===== src/core/dra_defs.vh =====
`ifndef DRA_DEFS_VH
`define DRA_DEFS_VH

// command codes
`define DRA_CMD_COL_ADDR    8'h15
`define DRA_CMD_ROW_ADDR    8'h75
`define DRA_CMD_WRITE_RAM   8'h5c
`define DRA_CMD_READ_RAM    8'h5d
`define DRA_CMD_REMAP       8'ha0
`define DRA_CMD_START_LINE  8'ha1

// remap parameter field positions
`define DRA_RM_VERT         0
`define DRA_RM_COL_REV      1
`define DRA_RM_COLOR_REV    2
`define DRA_RM_NINE_BIT     3
`define DRA_RM_COM_REV      4
`define DRA_RM_COM_SPLIT    5
`define DRA_RM_DEPTH_HI     7
`define DRA_RM_DEPTH_LO     6

// colour-mode field encodings
`define DRA_DEPTH_256       2'h0
`define DRA_DEPTH_65K       2'h1
`define DRA_DEPTH_262K_M1   2'h2
`define DRA_DEPTH_262K_M2   2'h3

// geometry
`define DRA_LINES           132
`define DRA_HALF_LINES      66
`define DRA_ADDR_MAX        8'h83

// reset values
`define DRA_RST_START       8'h00
`define DRA_RST_END         8'h83
`define DRA_RST_REMAP       8'h00
`define DRA_RST_START_LINE  8'h00

`endif


===== src/core/dra_ptr.v =====
`default_nettype none

// next pointer pair after one ram access, window bounded
module dra_ptr #(
    parameter AW = 8
) (
    input  wire [AW-1:0] col_in,
    input  wire [AW-1:0] row_in,
    input  wire [AW-1:0] col_start_in,
    input  wire [AW-1:0] col_end_in,
    input  wire [AW-1:0] row_start_in,
    input  wire [AW-1:0] row_end_in,
    input  wire          vert_in,
    output reg  [AW-1:0] col_next_out,
    output reg  [AW-1:0] row_next_out
);
    reg col_last;   // pointer sits at (or past) column end
    reg row_last;   // pointer sits at (or past) row end

    // >= rather than == so a pointer left outside the window still wraps
    always @* begin
        col_last = (col_in >= col_end_in);
        row_last = (row_in >= row_end_in);
        col_next_out = col_in;
        row_next_out = row_in;
        if (!vert_in) begin
            if (col_last) begin
                col_next_out = col_start_in;
                row_next_out = row_last ? row_start_in : row_in + 1'b1;
            end else begin
                col_next_out = col_in + 1'b1;
            end
        end else begin
            if (row_last) begin
                row_next_out = row_start_in;
                col_next_out = col_last ? col_start_in : col_in + 1'b1;
            end else begin
                row_next_out = row_in + 1'b1;
            end
        end
    end
endmodule

`default_nettype wire


===== src/core/dra_row_map.v =====
`default_nettype none
`include "dra_defs.vh"

// common pin to display ram row, for the scan side
module dra_row_map #(
    parameter MUX_RATIO = `DRA_LINES
) (
    input  wire [7:0] pin_in,        // physical common pin index
    input  wire [7:0] start_line_in, // first ram row shown
    input  wire       com_rev_in,    // reverse scan direction
    input  wire       split_in,      // odd/even pin split
    output reg  [7:0] row_out,       // ram row for this pin
    output reg        valid_out      // pin within multiplex ratio
);
    reg [8:0] common_output;   // logical common line
    reg [8:0] sum;   // start line plus line, before modulo

    always @* begin
        // split: first half of pins carry even lines, second half odd
        if (split_in) begin
            if (pin_in < `DRA_HALF_LINES)
                common_output = {pin_in, 1'b0};
            else
                common_output = {pin_in - 8'd`DRA_HALF_LINES, 1'b1};
        end else begin
            common_output = {1'b0, pin_in};
        end
        valid_out = (common_output < MUX_RATIO);
        if (com_rev_in && valid_out)
            common_output = 9'd`DRA_LINES - (9'd`DRA_LINES - MUX_RATIO) - 9'd1 - common_output;
        sum = {1'b0, start_line_in} + common_output;
        if (sum >= `DRA_LINES)
            sum = sum - 9'd`DRA_LINES;
        row_out = sum[7:0];
    end
endmodule

`default_nettype wire


===== src/core/dra_top.v =====
// Operation
// - column command sets window, loads column pointer
// - row command sets window, loads row pointer
// - column end wraps pointer to column start
// - row end wraps pointer to row start
// - horizontal mode wraps both at window end
// - write-ram command streams data until next command
// - read-ram command streams reads until next command
// - horizontal mode: column steps, row on wrap
// - vertical mode: row steps, column on wrap
// - column mapping bit reverses segment order
// - colour remap bit swaps A and C
// - interface bit picks 8/16 or 9/18 format
// - common remap bit reverses common scan
// - split bit selects odd/even common pin layout
// - two-bit field selects 262k, 65k, 256 colours
// - 262k on 16-bit: two words or 3-for-2
// - other ports treat both 262k modes alike
// - start line command loads 0 to 131
// - only data accesses advance the pointer
`default_nettype none
`include "dra_defs.vh"

module dra_top #(
    parameter MUX_RATIO = `DRA_LINES
) (
    input  wire        clk_in,
    input  wire        rstn_in,
    input  wire        wr_stb_in,      // host write strobe, one cycle
    input  wire        rd_stb_in,      // host read strobe, one cycle
    input  wire        dc_in,          // high: data, low: command/status
    input  wire [17:0] data_in,        // host write word
    input  wire        host_wide_in,   // parallel port is 16/18 bits wide
    input  wire [17:0] ram_rdata_in,   // display_ram read data, one cycle
    input  wire [7:0]  scan_pin_in,    // common pin being scanned
    input  wire [7:0]  scan_seg_in,    // segment column being driven
    output reg         ram_we_out,
    output reg         ram_re_out,
    output reg  [7:0]  ram_col_out,
    output reg  [7:0]  ram_row_out,
    output reg  [17:0] ram_wdata_out,
    output reg  [17:0] rd_data_out,
    output reg         rd_valid_out,
    output reg  [7:0]  remap_out,      // remap/colour-depth byte as held
    output reg  [7:0]  start_line_out,
    output reg  [7:0]  scan_row_out,   // display_ram row for common_output
    output reg         scan_valid_out,
    output reg  [7:0]  scan_col_out    // display_ram column for segment_output
);
    // interpreter states
    localparam ST_IDLE  = 2'h0;
    localparam ST_PARAM = 2'h1;
    localparam ST_WRITE = 2'h2;
    localparam ST_READ  = 2'h3;

    // 256 colours: rrrgggbb widened to 6 bits per component
    function [17:0] fmt256;
        input [7:0] w;
        begin
            fmt256 = {w[7:5], w[7:5], w[4:2], w[4:2], w[1:0], w[1:0], w[1:0]};
        end
    endfunction

    // 65k colours: 5/6/5 widened, msbs repeated into the lsb
    function [17:0] fmt65k;
        input [15:0] w;
        begin
            fmt65k = {w[15:11], w[15], w[10:5], w[4:0], w[4]};
        end
    endfunction

    reg        rst_meta_reg;   // reset release synchroniser
    reg        rst_sync_reg;
    wire       rst_n = rst_sync_reg;

    reg [1:0]  state_reg;
    reg [7:0]  cmd_reg;        // command awaiting parameters
    reg        pidx_reg;       // parameter index
    reg [7:0]  p0_reg;         // first parameter held
    reg [7:0]  col_start_reg;
    reg [7:0]  col_end_reg;
    reg [7:0]  row_start_reg;
    reg [7:0]  row_end_reg;
    reg [7:0]  col_ptr_reg;
    reg [7:0]  row_ptr_reg;
    reg [1:0]  phase_reg;      // word position inside a pixel group
    reg [17:0] part_reg;       // partial pixel bits
    reg        rd_pend_reg;    // ram read issued last cycle

    wire [7:0] col_adv;        // pointer after one access
    wire [7:0] row_adv;
    wire [7:0] map_row;
    wire       map_valid;

    wire       data_wr = wr_stb_in & dc_in;
    wire       data_rd = rd_stb_in & dc_in;
    wire       cmd_wr  = wr_stb_in & ~dc_in;
    wire       stat_rd = rd_stb_in & ~dc_in;
    wire [1:0] depth   = remap_out[`DRA_RM_DEPTH_HI:`DRA_RM_DEPTH_LO];
    wire       nine    = remap_out[`DRA_RM_NINE_BIT];

    reg        pix_done;       // a pixel is complete on this word
    reg [17:0] pix_abc;        // completed pixel, A in the top bits
    reg [17:0] part_next;
    reg [1:0]  phase_next;

    // reset: asserted at once, released on the clock
    always @(posedge clk_in or negedge rstn_in) begin
        if (!rstn_in) begin
            rst_meta_reg <= 1'b0;
            rst_sync_reg <= 1'b0;
        end else begin
            rst_meta_reg <= 1'b1;
            rst_sync_reg <= rst_meta_reg;
        end
    end

    dra_ptr #(
        .AW(8)
    ) u_ptr (
        .col_in      (col_ptr_reg),
        .row_in      (row_ptr_reg),
        .col_start_in(col_start_reg),
        .col_end_in  (col_end_reg),
        .row_start_in(row_start_reg),
        .row_end_in  (row_end_reg),
        .vert_in     (remap_out[`DRA_RM_VERT]),
        .col_next_out(col_adv),
        .row_next_out(row_adv)
    );

    dra_row_map #(
        .MUX_RATIO(MUX_RATIO)
    ) u_map (
        .pin_in       (scan_pin_in),
        .start_line_in(start_line_out),
        .com_rev_in   (remap_out[`DRA_RM_COM_REV]),
        .split_in     (remap_out[`DRA_RM_COM_SPLIT]),
        .row_out      (map_row),
        .valid_out    (map_valid)
    );

    // pixel assembly from host words; the word layout depends on port and depth
    always @* begin
        pix_done   = 1'b0;
        pix_abc    = 18'h00000;
        part_next  = part_reg;
        phase_next = phase_reg + 2'h1;
        if (depth == `DRA_DEPTH_256) begin
            pix_done   = 1'b1;
            pix_abc    = fmt256(data_in[7:0]);
            phase_next = 2'h0;
        end else if (depth == `DRA_DEPTH_65K) begin
            if (host_wide_in) begin
                pix_done   = 1'b1;
                pix_abc    = fmt65k(data_in[15:0]);
                phase_next = 2'h0;
            end else if (phase_reg == 2'h0) begin
                part_next = {10'h000, data_in[7:0]};                    // high byte first
            end else begin
                pix_done   = 1'b1;
                pix_abc    = fmt65k({part_reg[7:0], data_in[7:0]});
                phase_next = 2'h0;
            end
        end else if (host_wide_in && !nine && depth == `DRA_DEPTH_262K_M2) begin
            // three 16-bit words carry two pixels
            case (phase_reg)
                2'h0: begin
                    part_next = {data_in[15:10], data_in[7:2], 6'h00};
                end
                2'h1: begin
                    pix_done  = 1'b1;
                    pix_abc   = {part_reg[17:6], data_in[15:10]};
                    part_next = {data_in[7:2], 12'h000};
                end
                default: begin
                    pix_done   = 1'b1;
                    pix_abc    = {part_reg[17:12], data_in[15:10], data_in[7:2]};
                    phase_next = 2'h0;
                end
            endcase
        end else if (host_wide_in && !nine) begin
            // one pixel in two 16-bit words
            if (phase_reg == 2'h0) begin
                part_next = {data_in[7:2], 12'h000};
            end else begin
                pix_done   = 1'b1;
                pix_abc    = {part_reg[17:12], data_in[15:10], data_in[7:2]};
                phase_next = 2'h0;
            end
        end else if (host_wide_in) begin
            // 18-bit port: whole pixel per word, modes alike
            pix_done   = 1'b1;
            pix_abc    = data_in;
            phase_next = 2'h0;
        end else if (nine) begin
            // 9-bit port: two words per pixel, modes alike
            if (phase_reg == 2'h0) begin
                part_next = {data_in[8:0], 9'h000};
            end else begin
                pix_done   = 1'b1;
                pix_abc    = {part_reg[17:9], data_in[8:0]};
                phase_next = 2'h0;
            end
        end else begin
            // 8-bit or serial: three bytes per pixel, modes alike
            case (phase_reg)
                2'h0: begin
                    part_next = {data_in[7:2], 12'h000};
                end
                2'h1: begin
                    part_next = {part_reg[17:12], data_in[7:2], 6'h00};
                end
                default: begin
                    pix_done   = 1'b1;
                    pix_abc    = {part_reg[17:6], data_in[7:2]};
                    phase_next = 2'h0;
                end
            endcase
        end
    end

    // command interpreter, pointers and ram port
    always @(posedge clk_in or negedge rst_n) begin
        if (!rst_n) begin
            state_reg      <= ST_IDLE;
            cmd_reg        <= 8'h00;
            pidx_reg       <= 1'b0;
            p0_reg         <= 8'h00;
            col_start_reg  <= `DRA_RST_START;
            col_end_reg    <= `DRA_RST_END;
            row_start_reg  <= `DRA_RST_START;
            row_end_reg    <= `DRA_RST_END;
            col_ptr_reg    <= `DRA_RST_START;
            row_ptr_reg    <= `DRA_RST_START;
            phase_reg      <= 2'h0;
            part_reg       <= 18'h00000;
            rd_pend_reg    <= 1'b0;
            remap_out      <= `DRA_RST_REMAP;
            start_line_out <= `DRA_RST_START_LINE;
            ram_we_out     <= 1'b0;
            ram_re_out     <= 1'b0;
            ram_col_out    <= 8'h00;
            ram_row_out    <= 8'h00;
            ram_wdata_out  <= 18'h00000;
            rd_data_out    <= 18'h00000;
            rd_valid_out   <= 1'b0;
        end else begin
            // strobes last one cycle
            ram_we_out   <= 1'b0;
            ram_re_out   <= 1'b0;
            rd_valid_out <= 1'b0;
            rd_pend_reg  <= 1'b0;

            // ram answers one cycle after the read was issued
            if (rd_pend_reg) begin
                rd_data_out  <= ram_rdata_in;
                rd_valid_out <= 1'b1;
            end

            // status reads answer zero and leave the pointer alone
            if (stat_rd) begin
                rd_data_out  <= 18'h00000;
                rd_valid_out <= 1'b1;
            end

            if (cmd_wr) begin
                // any command ends a stream and restarts pixel grouping
                phase_reg <= 2'h0;
                pidx_reg  <= 1'b0;
                cmd_reg   <= data_in[7:0];
                case (data_in[7:0])
                    `DRA_CMD_COL_ADDR:   state_reg <= ST_PARAM;
                    `DRA_CMD_ROW_ADDR:   state_reg <= ST_PARAM;
                    `DRA_CMD_REMAP:      state_reg <= ST_PARAM;
                    `DRA_CMD_START_LINE: state_reg <= ST_PARAM;
                    `DRA_CMD_WRITE_RAM:  state_reg <= ST_WRITE;
                    `DRA_CMD_READ_RAM:   state_reg <= ST_READ;
                    default:             state_reg <= ST_IDLE;          // other blocks' commands
                endcase
            end else begin
                case (state_reg)
                    ST_PARAM: begin
                        if (data_wr) begin
                            pidx_reg <= 1'b1;
                            p0_reg   <= data_in[7:0];
                            if (cmd_reg == `DRA_CMD_REMAP) begin
                                remap_out <= data_in[7:0];
                                state_reg <= ST_IDLE;
                            end else if (cmd_reg == `DRA_CMD_START_LINE) begin
                                // values past the last row are dropped
                                if (data_in[7:0] <= `DRA_ADDR_MAX)
                                    start_line_out <= data_in[7:0];
                                state_reg <= ST_IDLE;
                            end else if (pidx_reg) begin
                                state_reg <= ST_IDLE;
                                if (cmd_reg == `DRA_CMD_COL_ADDR) begin
                                    col_start_reg <= p0_reg;
                                    col_end_reg   <= data_in[7:0];
                                    col_ptr_reg   <= p0_reg;
                                end else begin
                                    row_start_reg <= p0_reg;
                                    row_end_reg   <= data_in[7:0];
                                    row_ptr_reg   <= p0_reg;
                                end
                            end
                        end
                    end
                    ST_WRITE: begin
                        if (data_wr) begin
                            phase_reg <= phase_next;
                            part_reg  <= part_next;
                            if (pix_done) begin
                                ram_we_out  <= 1'b1;
                                ram_col_out <= col_ptr_reg;
                                ram_row_out <= row_ptr_reg;
                                if (remap_out[`DRA_RM_COLOR_REV])
                                    ram_wdata_out <= {pix_abc[5:0], pix_abc[11:6],
                                                      pix_abc[17:12]};
                                else
                                    ram_wdata_out <= pix_abc;
                                col_ptr_reg <= col_adv;
                                row_ptr_reg <= row_adv;
                            end
                        end
                    end
                    ST_READ: begin
                        if (data_rd) begin
                            ram_re_out  <= 1'b1;
                            ram_col_out <= col_ptr_reg;
                            ram_row_out <= row_ptr_reg;
                            rd_pend_reg <= 1'b1;
                            col_ptr_reg <= col_adv;
                            row_ptr_reg <= row_adv;
                        end
                    end
                    default: begin
                        state_reg <= ST_IDLE;
                    end
                endcase
            end
        end
    end

    // scan-side address mapping, registered for the drivers
    always @(posedge clk_in or negedge rst_n) begin
        if (!rst_n) begin
            scan_row_out   <= 8'h00;
            scan_valid_out <= 1'b0;
            scan_col_out   <= 8'h00;
        end else begin
            scan_row_out   <= map_row;
            scan_valid_out <= map_valid;
            if (remap_out[`DRA_RM_COL_REV])
                scan_col_out <= `DRA_ADDR_MAX - scan_seg_in;
            else
                scan_col_out <= scan_seg_in;
        end
    end
endmodule

`default_nettype wire


===== config.mk =====
export PLATFORM = sky130hd
export DESIGN_NAME = dra_top
export DESIGN_NICKNAME = d
export VERILOG_FILES = /design/src/core/dra_ptr.v /design/src/core/dra_row_map.v /design/src/core/dra_top.v
export VERILOG_INCLUDE_DIRS = /design/src /design/src/core
export SDC_FILE = /design/constraint.sdc
export NUM_CORES = 1
export LEC_CHECK = 0
export BUFFER_PORTS_ARGS = -buffer_cell sky130_fd_sc_hd__buf_2
export CORE_MARGIN = 2
export CORE_UTILIZATION = 45
export DETAILED_ROUTE_END_ITERATION = 10
export GPL_TIMING_DRIVEN = 0
export PLACE_DENSITY = 0.64
export SYNTH_ARGS = -nofsm -noshare
export SYNTH_HDL_FRONTEND = slang
export SYNTH_SLANG_ARGS = --single-unit

===== constraint.sdc =====
create_clock -name clk_in -period 7.6 [get_ports clk_in]
set_input_delay 0.38 -clock clk_in [delete_from_list [all_inputs] [get_ports clk_in]]
set_output_delay 0.38 -clock clk_in [all_outputs]
set_load 0.02 [all_outputs]

==> metrics.csv, run 1 <==
stage,metric,value,unit
detailed_routing,total number of vias,9380,
sta,Slew Limit Fails,0,
global_routing,GR Util All Layers,24.5,%
clock_network,clock root buffer,clkbuf_16,
synth,top_reg_cell synth,dfrtp_1,
finish,cell area after layout,0.0123,mm2
sta,Clock Skew,14.2,ps
global_routing,largest net degree at the start of global routing,66,
clock_network,H-tree levels,4,
power_and_ir_drop,Power Density,204,mW/mm2
clock_network,Clock Sinks,177,
job,Max-cap violations,0,
synth,synth top area cells,"dfrtp_1 41%, mux2_2 5.9%, nand2_1 5.8%",
synth,syn_area_per_cell,9.09,um2
setup_path,"CP delay by family, top",compound AO/OA/AOI/OAI gates,
sta,Max-slew headroom,37.7,%
floorplanning,Die H,157,um
setup_path,Critical Path Max Stage Delay,500,ps
run_status,status,"complete, no violations",
setup_path,Worst setup SP type,register,
synth,"Distinct cells, synth",82,
global_routing,antenna violations before repair,0,
global_routing,GRT overflow,0,
detailed_routing,vias per inst,5.72,
detailed_routing,"antenna viol nets, final",0,
finish,most frequent cells in the layout,"170 x dfrtp_1, 162 x nand2_1, 140 x buf_2",
setup_path,WP data required,7970,ps
clock_network,CTS tree,yes,
global_routing,global-route wire length before repair,47.5,mm
detailed_routing,TritonRoute pass-1 iters,6,
min_path,Min-Delay Path Class,in2reg,
clock_network,clock slew at reported path FFs,80,ps
detailed_routing,DR iter-0 viols,834,
synth,number of flops mapped to enable cells by yosys,0,
sta,setup TNS,0,ps
synth,Yosys warning count,0,
detailed_routing,drt total wl,30.0,mm
place,gp weighted congestion,0.961,
sta,final setup vio count,0,
finish,diode count,0,
finish,layout cells sized above 1,19.4,%
clock_network,CTS Buf Count,17,
synth,post-synthesis sequential area ratio,42.1,%
global_routing,number of global-route vias before repair,8636,
synth,ys async rst share,100,%
power_and_ir_drop,leak pwr,5.61,nW
power_and_ir_drop,VDD IR max,0.000123,V
setup_path,CP arrival,5200,ps
place,placed cell area,0.0117,mm2
setup_path,Critical path buffers and inverters,1,
finish,# fillers,2110,
setup_path,CP Capture Type,register,
synth,"flops & latches, synth",177,
floorplanning,core area,0.0228,mm2
clock_network,CTS max path bufs,2,
floorplanning,num ports,146,
sta,Final Hold Viols,0,
finish,"most common cell after layout, fill and taps aside",dfrtp_1,
sta,Tmin final,4840,ps
setup_path,crit path kind,reg2reg,
floorplanning,Die ar.,0.0246,mm2
synth,Synth area leader,dfrtp_1,
finish,NumNets Final,1410,
sta,fmax,207,MHz
setup_path,most frequent CP cell,a21oi_1,
place,HPWL after detailed placement,21.9,mm
detailed_routing,DRC violations left,0,
finish,synthesis-to-layout area growth,16.6,%
setup_path,worst-path fanout max,10,
place,port bufs,135,
synth,synthesized cell area,0.0105,mm2
setup_path,worst-path cell chain,buf_2 > nor2_1 > o22ai_1 > a311oi_1 > nand4_1 > a21oi_1 > xnor2_1 > ha_1 > fa_1 > a21oi_1 > o22a_1 > a221o_1 > and4_1 > a21bo_2 > a22oi_4 > mux2i_1,
sta,period utilization,63.7,%
clock_network,Skew-Pair Late Insertion Delay,450,ps
floorplanning,chip width,157,um
detailed_routing,WL/cell,18.3,um
sta,RSZ-0062 raised after global routing,false,
synth,syn_nets,1253,
sta,Worst-Margin Slew,922,ps
floorplanning,Initial Util,46.2,%
floorplanning,# rows,55,
synth,Post-Syn Instances,1158,
clock_network,cts repair resizes,0,
synth,post-synth top area share,40.7,%
setup_path,"Slowest-stage cell, CP",a21oi_1,
==> routing by layer <==
layer	vias to the layer above	wire, um	GRT usage [%]
met4	0	689	7.82
met2	422	13000	36.7
met1	4427	13900	35.7
met5	-	0	0
li1	4472	-	-
met3	59	2510	4.90
==> worst paths after layout <==
check                               start         endpoint  slack [ps]  cells after the start
max                          remap_out[5]  scan_row_out[3]        2760                     16
min                        scan_seg_in[2]  scan_col_out[2]          70                      1
max reg2reg                  remap_out[5]  scan_row_out[3]        2760                     16
min reg2reg                  rst_meta_reg            rst_n         360                      0
max in group asynchronous           rst_n   row_end_reg[7]        6350                      1
min in group asynchronous         rstn_in     rst_meta_reg         240                      2
==> final cells by class <==
cell class	count	area (um2)	area share, %
flip-flops and latches	177	4440	36.2
inverters	45	169	1.38
repair buffers	138	741	6.04
multi-input cells	856	5600	45.6
clock buffers	18	439	3.58
plain buffers	80	325	2.65
well taps	313	392	3.19
clock inverters	14	168	1.37
==> metrics by stage <==
stage | hold slack (ps) | cells | util (%) | setup WS (ps) | total power [mW]
6_report | 69.8 | 1641 | 53.9 | 2760 | 2.50
5_1_grt | 64.7 | 1641 | 53.9 | 2350 | 2.63
4_1_cts | 62.5 | 1641 | 53.9 | 2770 | 2.52
3_5_place_dp | 167 | 1608 | 51.2 | 2570 | 1.61
3_3_place_gp | 165 | 1606 | 50.9 | 273 | 1.60
2_1_floorplan | 84.4 | 1158 | - | 2310 | 1.44
==> repair_timing <==
| action | in CTS | in global routing |
|---|---|---|
| endpoints found under the setup margin | 0 | 0 |
| setup buffers | 0 | 0 |
| endpoints found under the hold margin | 2 | 0 |
| hold buffers | 1 | 0 |
==> cell usage after synthesis, types with 10 or more instances <==
library cell	n
a211oi_1	10
a21o_1	10
a21oi_1	63
a22oi_1	15
a31oi_1	17
and3_1	12
buf_1	10
clkbuf_1	61
dfrtp_1	171
ha_1	36
inv_1	41
mux2_2	55
mux2i_1	26
nand2_1	162
nand2b_1	21
nand3_1	41
nor2_1	68
nor2b_1	18
nor3_1	23
o21ai_0	74
o21ai_1	13
o31ai_1	14
xnor2_1	19
xor2_1	13
==> worst register-to-register path: cells and delay by family (launching register included) <==
family / cells / cell delay, ps
muxes: 1 / 210
AOI/OAI and AO/OA: 8 / 2250
and+or+nand+nor: 3 / 670
buffers and inverters: 1 / 230
xor gates and xnor gates: 1 / 210
adders and majority gates: 2 / 740
DFF: 1 / 460
==> cell families after synthesis <==
family / share of synthesized area [%]
AND/OR/NAND/NOR: 17.9
AO/OA/AOI/OAI: 19.7
flip-flops: 42.1
buffers and inverters: 4.70
multiplexers: 8.46
adder cells (fa/ha/maj): 4.47
XOR/XNOR: 2.66
other: 0.0356
==> power by group <==
| part | total (mW) | switching, mW | internal [mW] |
|---|---|---|---|
| Clock | 0.908 | 0.429 | 0.479 |
| Combinational | 0.480 | 0.291 | 0.188 |
| Sequential | 1.11 | 0.0892 | 1.03 |
| Total | 2.50 | 0.810 | 1.69 |
(Power assumes the default switching activity.)
==> inputs of run 2 (changes only) <==
ABC_AREA = 1   (was default)
clock period = 4.9 ns   (was 7.6 ns; I/O delays follow)
==> run 2 against run 1 <==
Net effect: clock skew increased by 4.9 ps; critical path type unchanged; combinational power increased by 85%; global-route usage is 1.7 points higher.
==> metrics.csv, run 2 <==
stage,metric,value,unit,change
run_status,status,"complete, no violations",,
power_and_ir_drop,VDD IR max,0.000200,V,+63%
clock_network,CTS Hold Bufs,5,,+4
detailed_routing,total number of vias,9575,,+2.1%
floorplanning,# rows,55,,unchanged
power_and_ir_drop,Power Density,342,mW/mm2,+68%
setup_path,Worst setup SP type,register,,
clock_network,clock root buffer,clkbuf_16,,
global_routing,global-route wire length before repair,49.2,mm,+3.5%
sta,Final Hold Viols,0,,unchanged
synth,"Distinct cells, synth",63,,-23%
power_and_ir_drop,clock share of power,34.7,%,-1.6 points
synth,synthesized cell area,0.0102,mm2,-2.8%
synth,ys async rst share,100,%,unchanged
finish,cell area after layout,0.0121,mm2,-1.7%
clock_network,post-CTS setup buffers,0,,unchanged
min_path,Min-Delay Path Class,in2reg,,
sta,fmax,269,MHz,+30%
setup_path,worst-path fanout max,10,,unchanged
sta,final setup vio count,0,,unchanged
finish,Sequential Area,0.00444,mm2,unchanged
power_and_ir_drop,Internal,2.72,mW,+61%
finish,layout cells sized above 1,17.5,%,-1.9 points
detailed_routing,DR iter-0 viols,858,,+2.9%
clock_network,Skew-Pair Late Insertion Delay,440,ps,about the same
finish,# fillers,2170,,+2.8%
detailed_routing,TritonRoute pass-1 iters,7,,+1
synth,Compound-Gate Fraction of Synth Area,18.1,%,-1.6 points
synth,Synth Area in Adders,4.60,%,+0.13 points
place,HPWL after detailed placement,23.1,mm,+5.3%
synth,simple-gate share of the synthesized area,21.0,%,+3.1 points
clock_network,CTS Buf Count,17,,unchanged
global_routing,largest net degree at the start of global routing,59,,-11%
synth,post-synth top area share,41.8,%,+1.2 points
setup_path,Worst Reg-to-Reg Cells,19,,+3
synth,largest family of logic cells by synthesized area,simple AND/OR/NAND/NOR gates,,
finish,most frequent cells in the layout,"234 x nand2_1, 170 x dfrtp_1, 153 x inv_1, 153 x buf_2, 135 x o21ai_0",,
place,placed cell area,0.0114,mm2,-2.4%
min_path,hold path cells,2,,+1
global_routing,GR Util All Layers,26.2,%,+1.7 points
sta,Slew Limit Fails,0,,unchanged
detailed_routing,WL met2,13.9,mm,+7.2%
finish,area of the multi-input gates,0.00493,mm2,-12%
sta,Clock Skew,19.1,ps,+4.92 ps
finish,"most common cell after layout, fill and taps aside",nand2_1,,
min_path,worst hold endpoint,scan_col_out[6],,
detailed_routing,vias per inst,5.46,,-4.4%
synth,post-synthesis sequential area ratio,43.4,%,+1.2 points
setup_path,WP data required,5270,ps,-2700 ps
power_and_ir_drop,Comb pwr share,21.6,%,+2.4 points
detailed_routing,top sig layer,met4,,
synth,post-synthesis mux area share,1.59,%,-6.9 points
floorplanning,core area,0.0225,mm2,-1.2%
synth,syn_nets,1381,,+10%
power_and_ir_drop,Net Sw Power,1.40,mW,+73%
synth,top_reg_cell synth,dfrtp_1,,
synth,Post-Syn Instances,1286,,+11%
synth,"flops & latches, synth",177,,unchanged
finish,synthesis-to-layout area growth,17.8,%,
clock_network,Clock Sinks,177,,unchanged
synth,Synth area leader,dfrtp_1,,
setup_path,flop-to-flop setup slack,1180,ps,-1580 ps
sta,setup TNS,0,ps,unchanged
global_routing,antenna violations before repair,1,,+1
clock_network,CTS max path bufs,2,,unchanged
detailed_routing,DRT met1 WL,13.7,mm,-1.2%
setup_path,crit path kind,reg2reg,,
setup_path,RR Startpoint,remap_out[5],,
detailed_routing,met3 wire length,2.32,mm,-7.5%
detailed_routing,WL/cell,17.6,um,-3.6%
power_and_ir_drop,Sw Share,33.9,%,+1.6 points
sta,Worst-Margin Slew,967,ps,+44.7 ps
setup_path,worst r2r dst,scan_row_out[4],,
sta,RSZ-0062 raised after global routing,false,,
clock_network,clock slew at reported path FFs,70,ps,about the same
global_routing,number of global-route vias before repair,9044,,+4.7%
floorplanning,Die ar.,0.0240,mm2,-2.7%
clock_network,cts repair resizes,0,,unchanged
place,gp weighted congestion,0.977,,+1.6%
synth,syn_area_per_cell,7.96,um2,-12%
job,Max-cap violations,0,,unchanged
clock_network,H-tree levels,4,,unchanged
finish,NumNets Final,1549,,+9.9%
global_routing,GRT overflow,0,,unchanged
setup_path,CP arrival,4090,ps,-1110 ps
power_and_ir_drop,Seq pwr share,43.7,%,-0.8 points
min_path,Hold Startpoint,scan_seg_in[6],,
detailed_routing,DRC violations left,0,,unchanged
synth,"top cells by count, synth","234 x nand2_1, 171 x dfrtp_1, 153 x inv_1",,
floorplanning,num ports,146,,unchanged
sta,period utilization,75.9,%,+12 points
power_and_ir_drop,leak pwr,6.02,nW,+7.3%
sta,final setup margin,1180,ps,-1580 ps
clock_network,CTS tree,yes,,
sta,Max-slew headroom,35.5,%,-2.1 points
power_and_ir_drop,total power,4.12,mW,+65%
setup_path,CP Capture Type,register,,
detailed_routing,"antenna viol nets, final",0,,unchanged
place,port bufs,141,,+4.4%
synth,number of flops mapped to enable cells by yosys,0,,unchanged
place,dpl ws,957,ps,-1610 ps
floorplanning,chip width,155,um,-1.4%
detailed_routing,drt total wl,30.9,mm,+3.0%
floorplanning,Initial Util,45.5,%,-0.74 points
sta,Tmin final,3720,ps,-1120 ps
synth,post-synthesis xor/xnor area fraction,2.90,%,+0.24 points
synth,synth top area cells,"dfrtp_1 42%, nand2_1 8.6%, o21ai_0 6.6%",,
floorplanning,Die H,155,um,-1.4%
synth,most numerous cell in the Yosys netlist,nand2_1,,
synth,Yosys warning count,0,,unchanged
run 2: cell types whose count changed after synthesis, sizes merged, moves of 13 or more:
cell,previous run,this run
clkbuf,61,33
inv,41,161
o21ai,87,145
nor2b,18,0
nor3,24,9
mux2i,26,5
nor2,69,141
nand3,41,54
nand4,5,25
nand2b,21,0
mux2,56,10
a21oi,63,84
nand2,162,249
run 2: critical path, stage by stage (launching register included):
cell	delay, ps
dfrtp_1	470
clkbuf_8	200
inv_1	140
nand2_1	70
nand2_1	120
nand2_1	90
nor2_1	120
nand2_2	80
nand2_4	100
nand2_2	100
xor2_1	290
ha_1	300
a31o_2	240
xor2_1	280
ha_1	190
nor3b_1	360
nand4_4	210
nand3_4	160
nand2_1	60
nand2_1	60
run 2: metal layers:
layer	up-vias	global-route usage [%]
met5	-	0
met4	0	10.0
met3	71	5.35
met2	393	41.1
met1	4478	35.9
li1	4633	-
run 2: power by group through the flow:
| stage | registers, mW | clock network, mW | logic, mW |
|---|---|---|---|
| 2_1_floorplan | 1.93 | 0 | 0.461 |
| 3_3_place_gp | 1.84 | 0 | 0.841 |
| 3_5_place_dp | 1.83 | 0 | 0.886 |
| 4_1_cts | 1.80 | 1.46 | 0.896 |
| 5_1_grt | 1.83 | 1.52 | 1.00 |
| 6_report | 1.80 | 1.43 | 0.890 |
run 2: final cells by class:
cell class / count / share of cell area [%]
clock buffer: 18 / 3.64
sequential: 177 / 36.8
buffer: 52 / 2.01
clock inverter: 14 / 1.57
inverter: 165 / 5.14
tap: 285 / 2.96
timing repair buffer: 149 / 6.89
multi-input combinational: 892 / 40.9
antenna: 1 / 0.0208
run 2: how the worst max path moves through the flow:
stage / end / from / cells after the start / slack [ps]
floorplan: scan_row_out[7] / scan_pin_in[2] / 21 / 1580
global placement: scan_row_out[7] / rst_n / 0 / 760
detailed placement: scan_row_out[4] / scan_pin_in[2] / 21 / 960
CTS: scan_row_out[4] / remap_out[5] / 18 / 1150
global route: scan_row_out[6] / remap_out[5] / 19 / 810
finish: scan_row_out[4] / remap_out[5] / 19 / 1180
run 2: logic make-up (layout without fill, tap and decap cells):
family / count (synthesis) / in the layout
and+or+nand+nor: 486 / 486
AOI/OAI and AO/OA: 320 / 320
adders and majority gates: 37 / 37
other: 1 / 2
xor gates and xnor gates: 33 / 33
muxes: 15 / 15
DFF: 177 / 177
buffers and inverters: 217 / 398
run 2: stage by stage:
step / hold slack [ps] / utilization (%) / cells
5_1_grt: 15.0 / 53.6 / 1753
4_1_cts: 8.74 / 53.6 / 1752
6_report: 25.1 / 53.6 / 1753
3_5_place_dp: 30.9 / 50.5 / 1715
3_3_place_gp: 32.0 / 50.2 / 1712
2_1_floorplan: -50.6 / - / 1286
==> inputs of run 3 (changes only) <==
PLACE_DENSITY = 0.67   (was 0.64)
clock period = 3.1 ns   (was 4.9 ns; I/O delays follow)
==> run 3 against run 2 <==
Net effect: the run now ends with setup timing left; wire length increased by 3.6%; critical path depth increased by 5; design area increased by 5.3%; sequential power increased by 58%; sequential cell count unchanged; maximum frequency increased by 14%; global-route usage increased by 0.88 points; clock power increased by 54%; combinational power increased by 69%; die area unchanged.
==> metrics.csv, run 3 (synthesized netlist as in run 2, its figures left out) <==
stage,metric,value,unit,change
setup_path,"Slowest-stage cell, CP",dfrtp_2,,
finish,layout cells sized above 1,21.4,%,+3.9 points
place,Placed Cells,1714,,-0.058%
min_path,Min-Delay Path Class,in2async,,
detailed_routing,TritonRoute pass-1 iters,6,,-1
global_routing,largest net degree at the start of global routing,66,,+12%
sta,period utilization,105,%,+29 points
floorplanning,core area,0.0225,mm2,unchanged
sta,Clock Skew,13.1,ps,-6.06 ps
sta,final setup vio count,6,,+6
run_status,status,"finished, violations left",,
clock_network,H-tree levels,4,,unchanged
setup_path,Worst Reg-to-Reg Cells,24,,+5
sta,Final Hold Viols,0,,unchanged
global_routing,GR Util All Layers,27.1,%,+0.88 points
detailed_routing,DR iter-0 viols,791,,-7.8%
finish,fin cells,1801,,+2.7%
clock_network,CTS max path bufs,2,,unchanged
clock_network,clock slew at reported path FFs,80,ps,about the same
finish,diode count,0,,-1
sta,Slew Limit Fails,0,,unchanged
run_status,failing checks,setup timing,,
detailed_routing,vias per inst,5.48,,+0.38%
floorplanning,Die H,155,um,unchanged
power_and_ir_drop,Power Density,516,mW/mm2,+51%
finish,most frequent cells in the layout,"221 x nand2_1, 169 x dfrtp_1, 153 x buf_2",,
detailed_routing,DRC violations left,0,,unchanged
finish,"most common cell after layout, fill and taps aside",nand2_1,,
clock_network,CTS tree,yes,,
place,port bufs,141,,unchanged
setup_path,stages on the worst setup path,24,,+5
sta,RSZ-0062 raised after global routing,true,,
sta,Worst-Margin Slew,804,ps,-163 ps
finish,area of the multi-input gates,0.00517,mm2,+4.7%
floorplanning,chip width,155,um,unchanged
place,placed cell area,0.0114,mm2,+0.16%
sta,Tmin final,3250,ps,-466 ps
setup_path,most frequent CP cell,nand2_2,,
sta,final setup margin,-153,ps,-1330 ps
clock_network,clock root buffer,clkbuf_16,,
setup_path,worst r2r dst,scan_row_out[3],,
clock_network,Clock Sinks,177,,unchanged
finish,Sequential Area,0.00444,mm2,about the same
power_and_ir_drop,VDD IR max,0.000341,V,+70%
finish,fin util,56.4,%,+2.8 points
detailed_routing,"antenna viol nets, final",0,,unchanged
global_routing,number of global-route vias before repair,9707,,+7.3%
setup_path,flop-to-flop setup slack,-150,ps,-1330 ps
power_and_ir_drop,leak pwr,6.27,nW,+4.2%
place,HPWL after detailed placement,23.0,mm,-0.53%
setup_path,worst-path cell chain,buf_4 > o21ai_2 > nand2_2 > nand2_2 > inv_2 > nand2_2 > nor2_4 > nand2_2 > nand2_4 > buf_4 > nand3_1 > xnor2_1 > inv_1 > ha_4 > nand2_1 > inv_1 > nand4_1 > o211ai_1 > xor2_1 > inv_2 > nand4_4 > nand3_4 > nand2_1 > nand2_1,,
floorplanning,Die ar.,0.0240,mm2,unchanged
setup_path,Critical path buffers and inverters,6,,+4
global_routing,GRT overflow,0,,unchanged
setup_path,CP Capture Type,register,,
floorplanning,num ports,146,,unchanged
setup_path,RR Startpoint,remap_out[5],,
setup_path,crit path kind,reg2reg,,
global_routing,global-route wire length before repair,51.3,mm,+4.3%
setup_path,Critical Path Max Stage Delay,450,ps,-20 ps
finish,synthesis-to-layout area growth,24.0,%,
floorplanning,# rows,55,,unchanged
detailed_routing,WL/cell,17.8,um,+0.85%
floorplanning,Initial Util,45.5,%,unchanged
detailed_routing,drt total wl,32.0,mm,+3.6%
job,Max-cap violations,0,,unchanged
finish,cell area after layout,0.0127,mm2,+5.3%
setup_path,Worst setup SP type,register,,
setup_path,"CP delay by family, top",simple AND/OR/NAND/NOR gates,,
place,gp weighted congestion,1.07,,+9.1%
finish,NumNets Final,1598,,+3.2%
setup_path,WP data required,3430,ps,-1840 ps
finish,# fillers,2107,,-2.9%
clock_network,Skew-Pair Late Insertion Delay,440,ps,about the same
setup_path,worst-path fanout max,7,,-3
global_routing,antenna violations before repair,0,,-1
detailed_routing,total number of vias,9875,,+3.1%
sta,Max-slew headroom,46.4,%,+11 points
clock_network,CTS Buf Count,17,,unchanged
sta,fmax,307,MHz,+14%
setup_path,CP arrival,3580,ps,-510 ps
-- run 3: how the worst max path moves through the flow --
| stage | startpoint | endpoint | slack, ps |
|---|---|---|---|
| after global routing | remap_out[5] | scan_row_out[3] | -380 |
| after floorplan | rst_n | remap_out[5] | -50 |
| after global placement | rst_n | remap_out[5] | -1270 |
| after detailed placement | scan_pin_in[7] | scan_row_out[5] | -470 |
| after CTS | remap_out[5] | scan_row_out[2] | -90 |
| final | remap_out[5] | scan_row_out[3] | -150 |
-- run 3: cell type report --
cell class / instances / area share (%)
inverters: 165 / 5.00
clock inverters: 14 / 1.30
plain buffers: 52 / 1.92
well taps: 285 / 2.81
repair buffers: 198 / 9.86
flip-flops and latches: 177 / 35.0
clock buffers: 18 / 3.38
multi-input cells: 892 / 40.7
-- run 3: power by group --
group,switching (mW),internal [mW]
registers,0.265,2.59
logic,0.912,0.588
clock network,1.05,1.15
-- run 3: per-stage QoR --
stage / power (mW) / TNS (ps) / setup WS, ps / hold slack [ps]
finish: 6.55 / -860 / -153 / 15.9
global route: 6.90 / -2120 / -380 / 24.5
floorplan: 3.79 / -48.2 / -48.2 / -141
detailed placement: 4.29 / -2780 / -469 / -57.4
global placement: 4.26 / -161500 / -1270 / -58.2
CTS: 6.55 / -465 / -86.1 / 5.17
-- run 3: repair_timing --
action,in CTS,in global routing
setup buffers,22,6
hold endpoints to repair,29,0
endpoints found under the setup margin,6,6
gates resized for setup,26,31
hold buffers,28,0
pin swaps,27,13
-- run 3: metal layers --
| layer | part of all wire, % | wire [um] | track usage (%) | up-vias |
|---|---|---|---|---|
| met4 | 3.1 | 983 | 8.99 | 0 |
| li1 | - | - | - | 4728 |
| met3 | 7.1 | 2270 | 4.88 | 70 |
| met2 | 46 | 14600 | 43.3 | 401 |
| met1 | 44 | 14200 | 37.4 | 4676 |
| met5 | 0 | 0 | 0 | - |
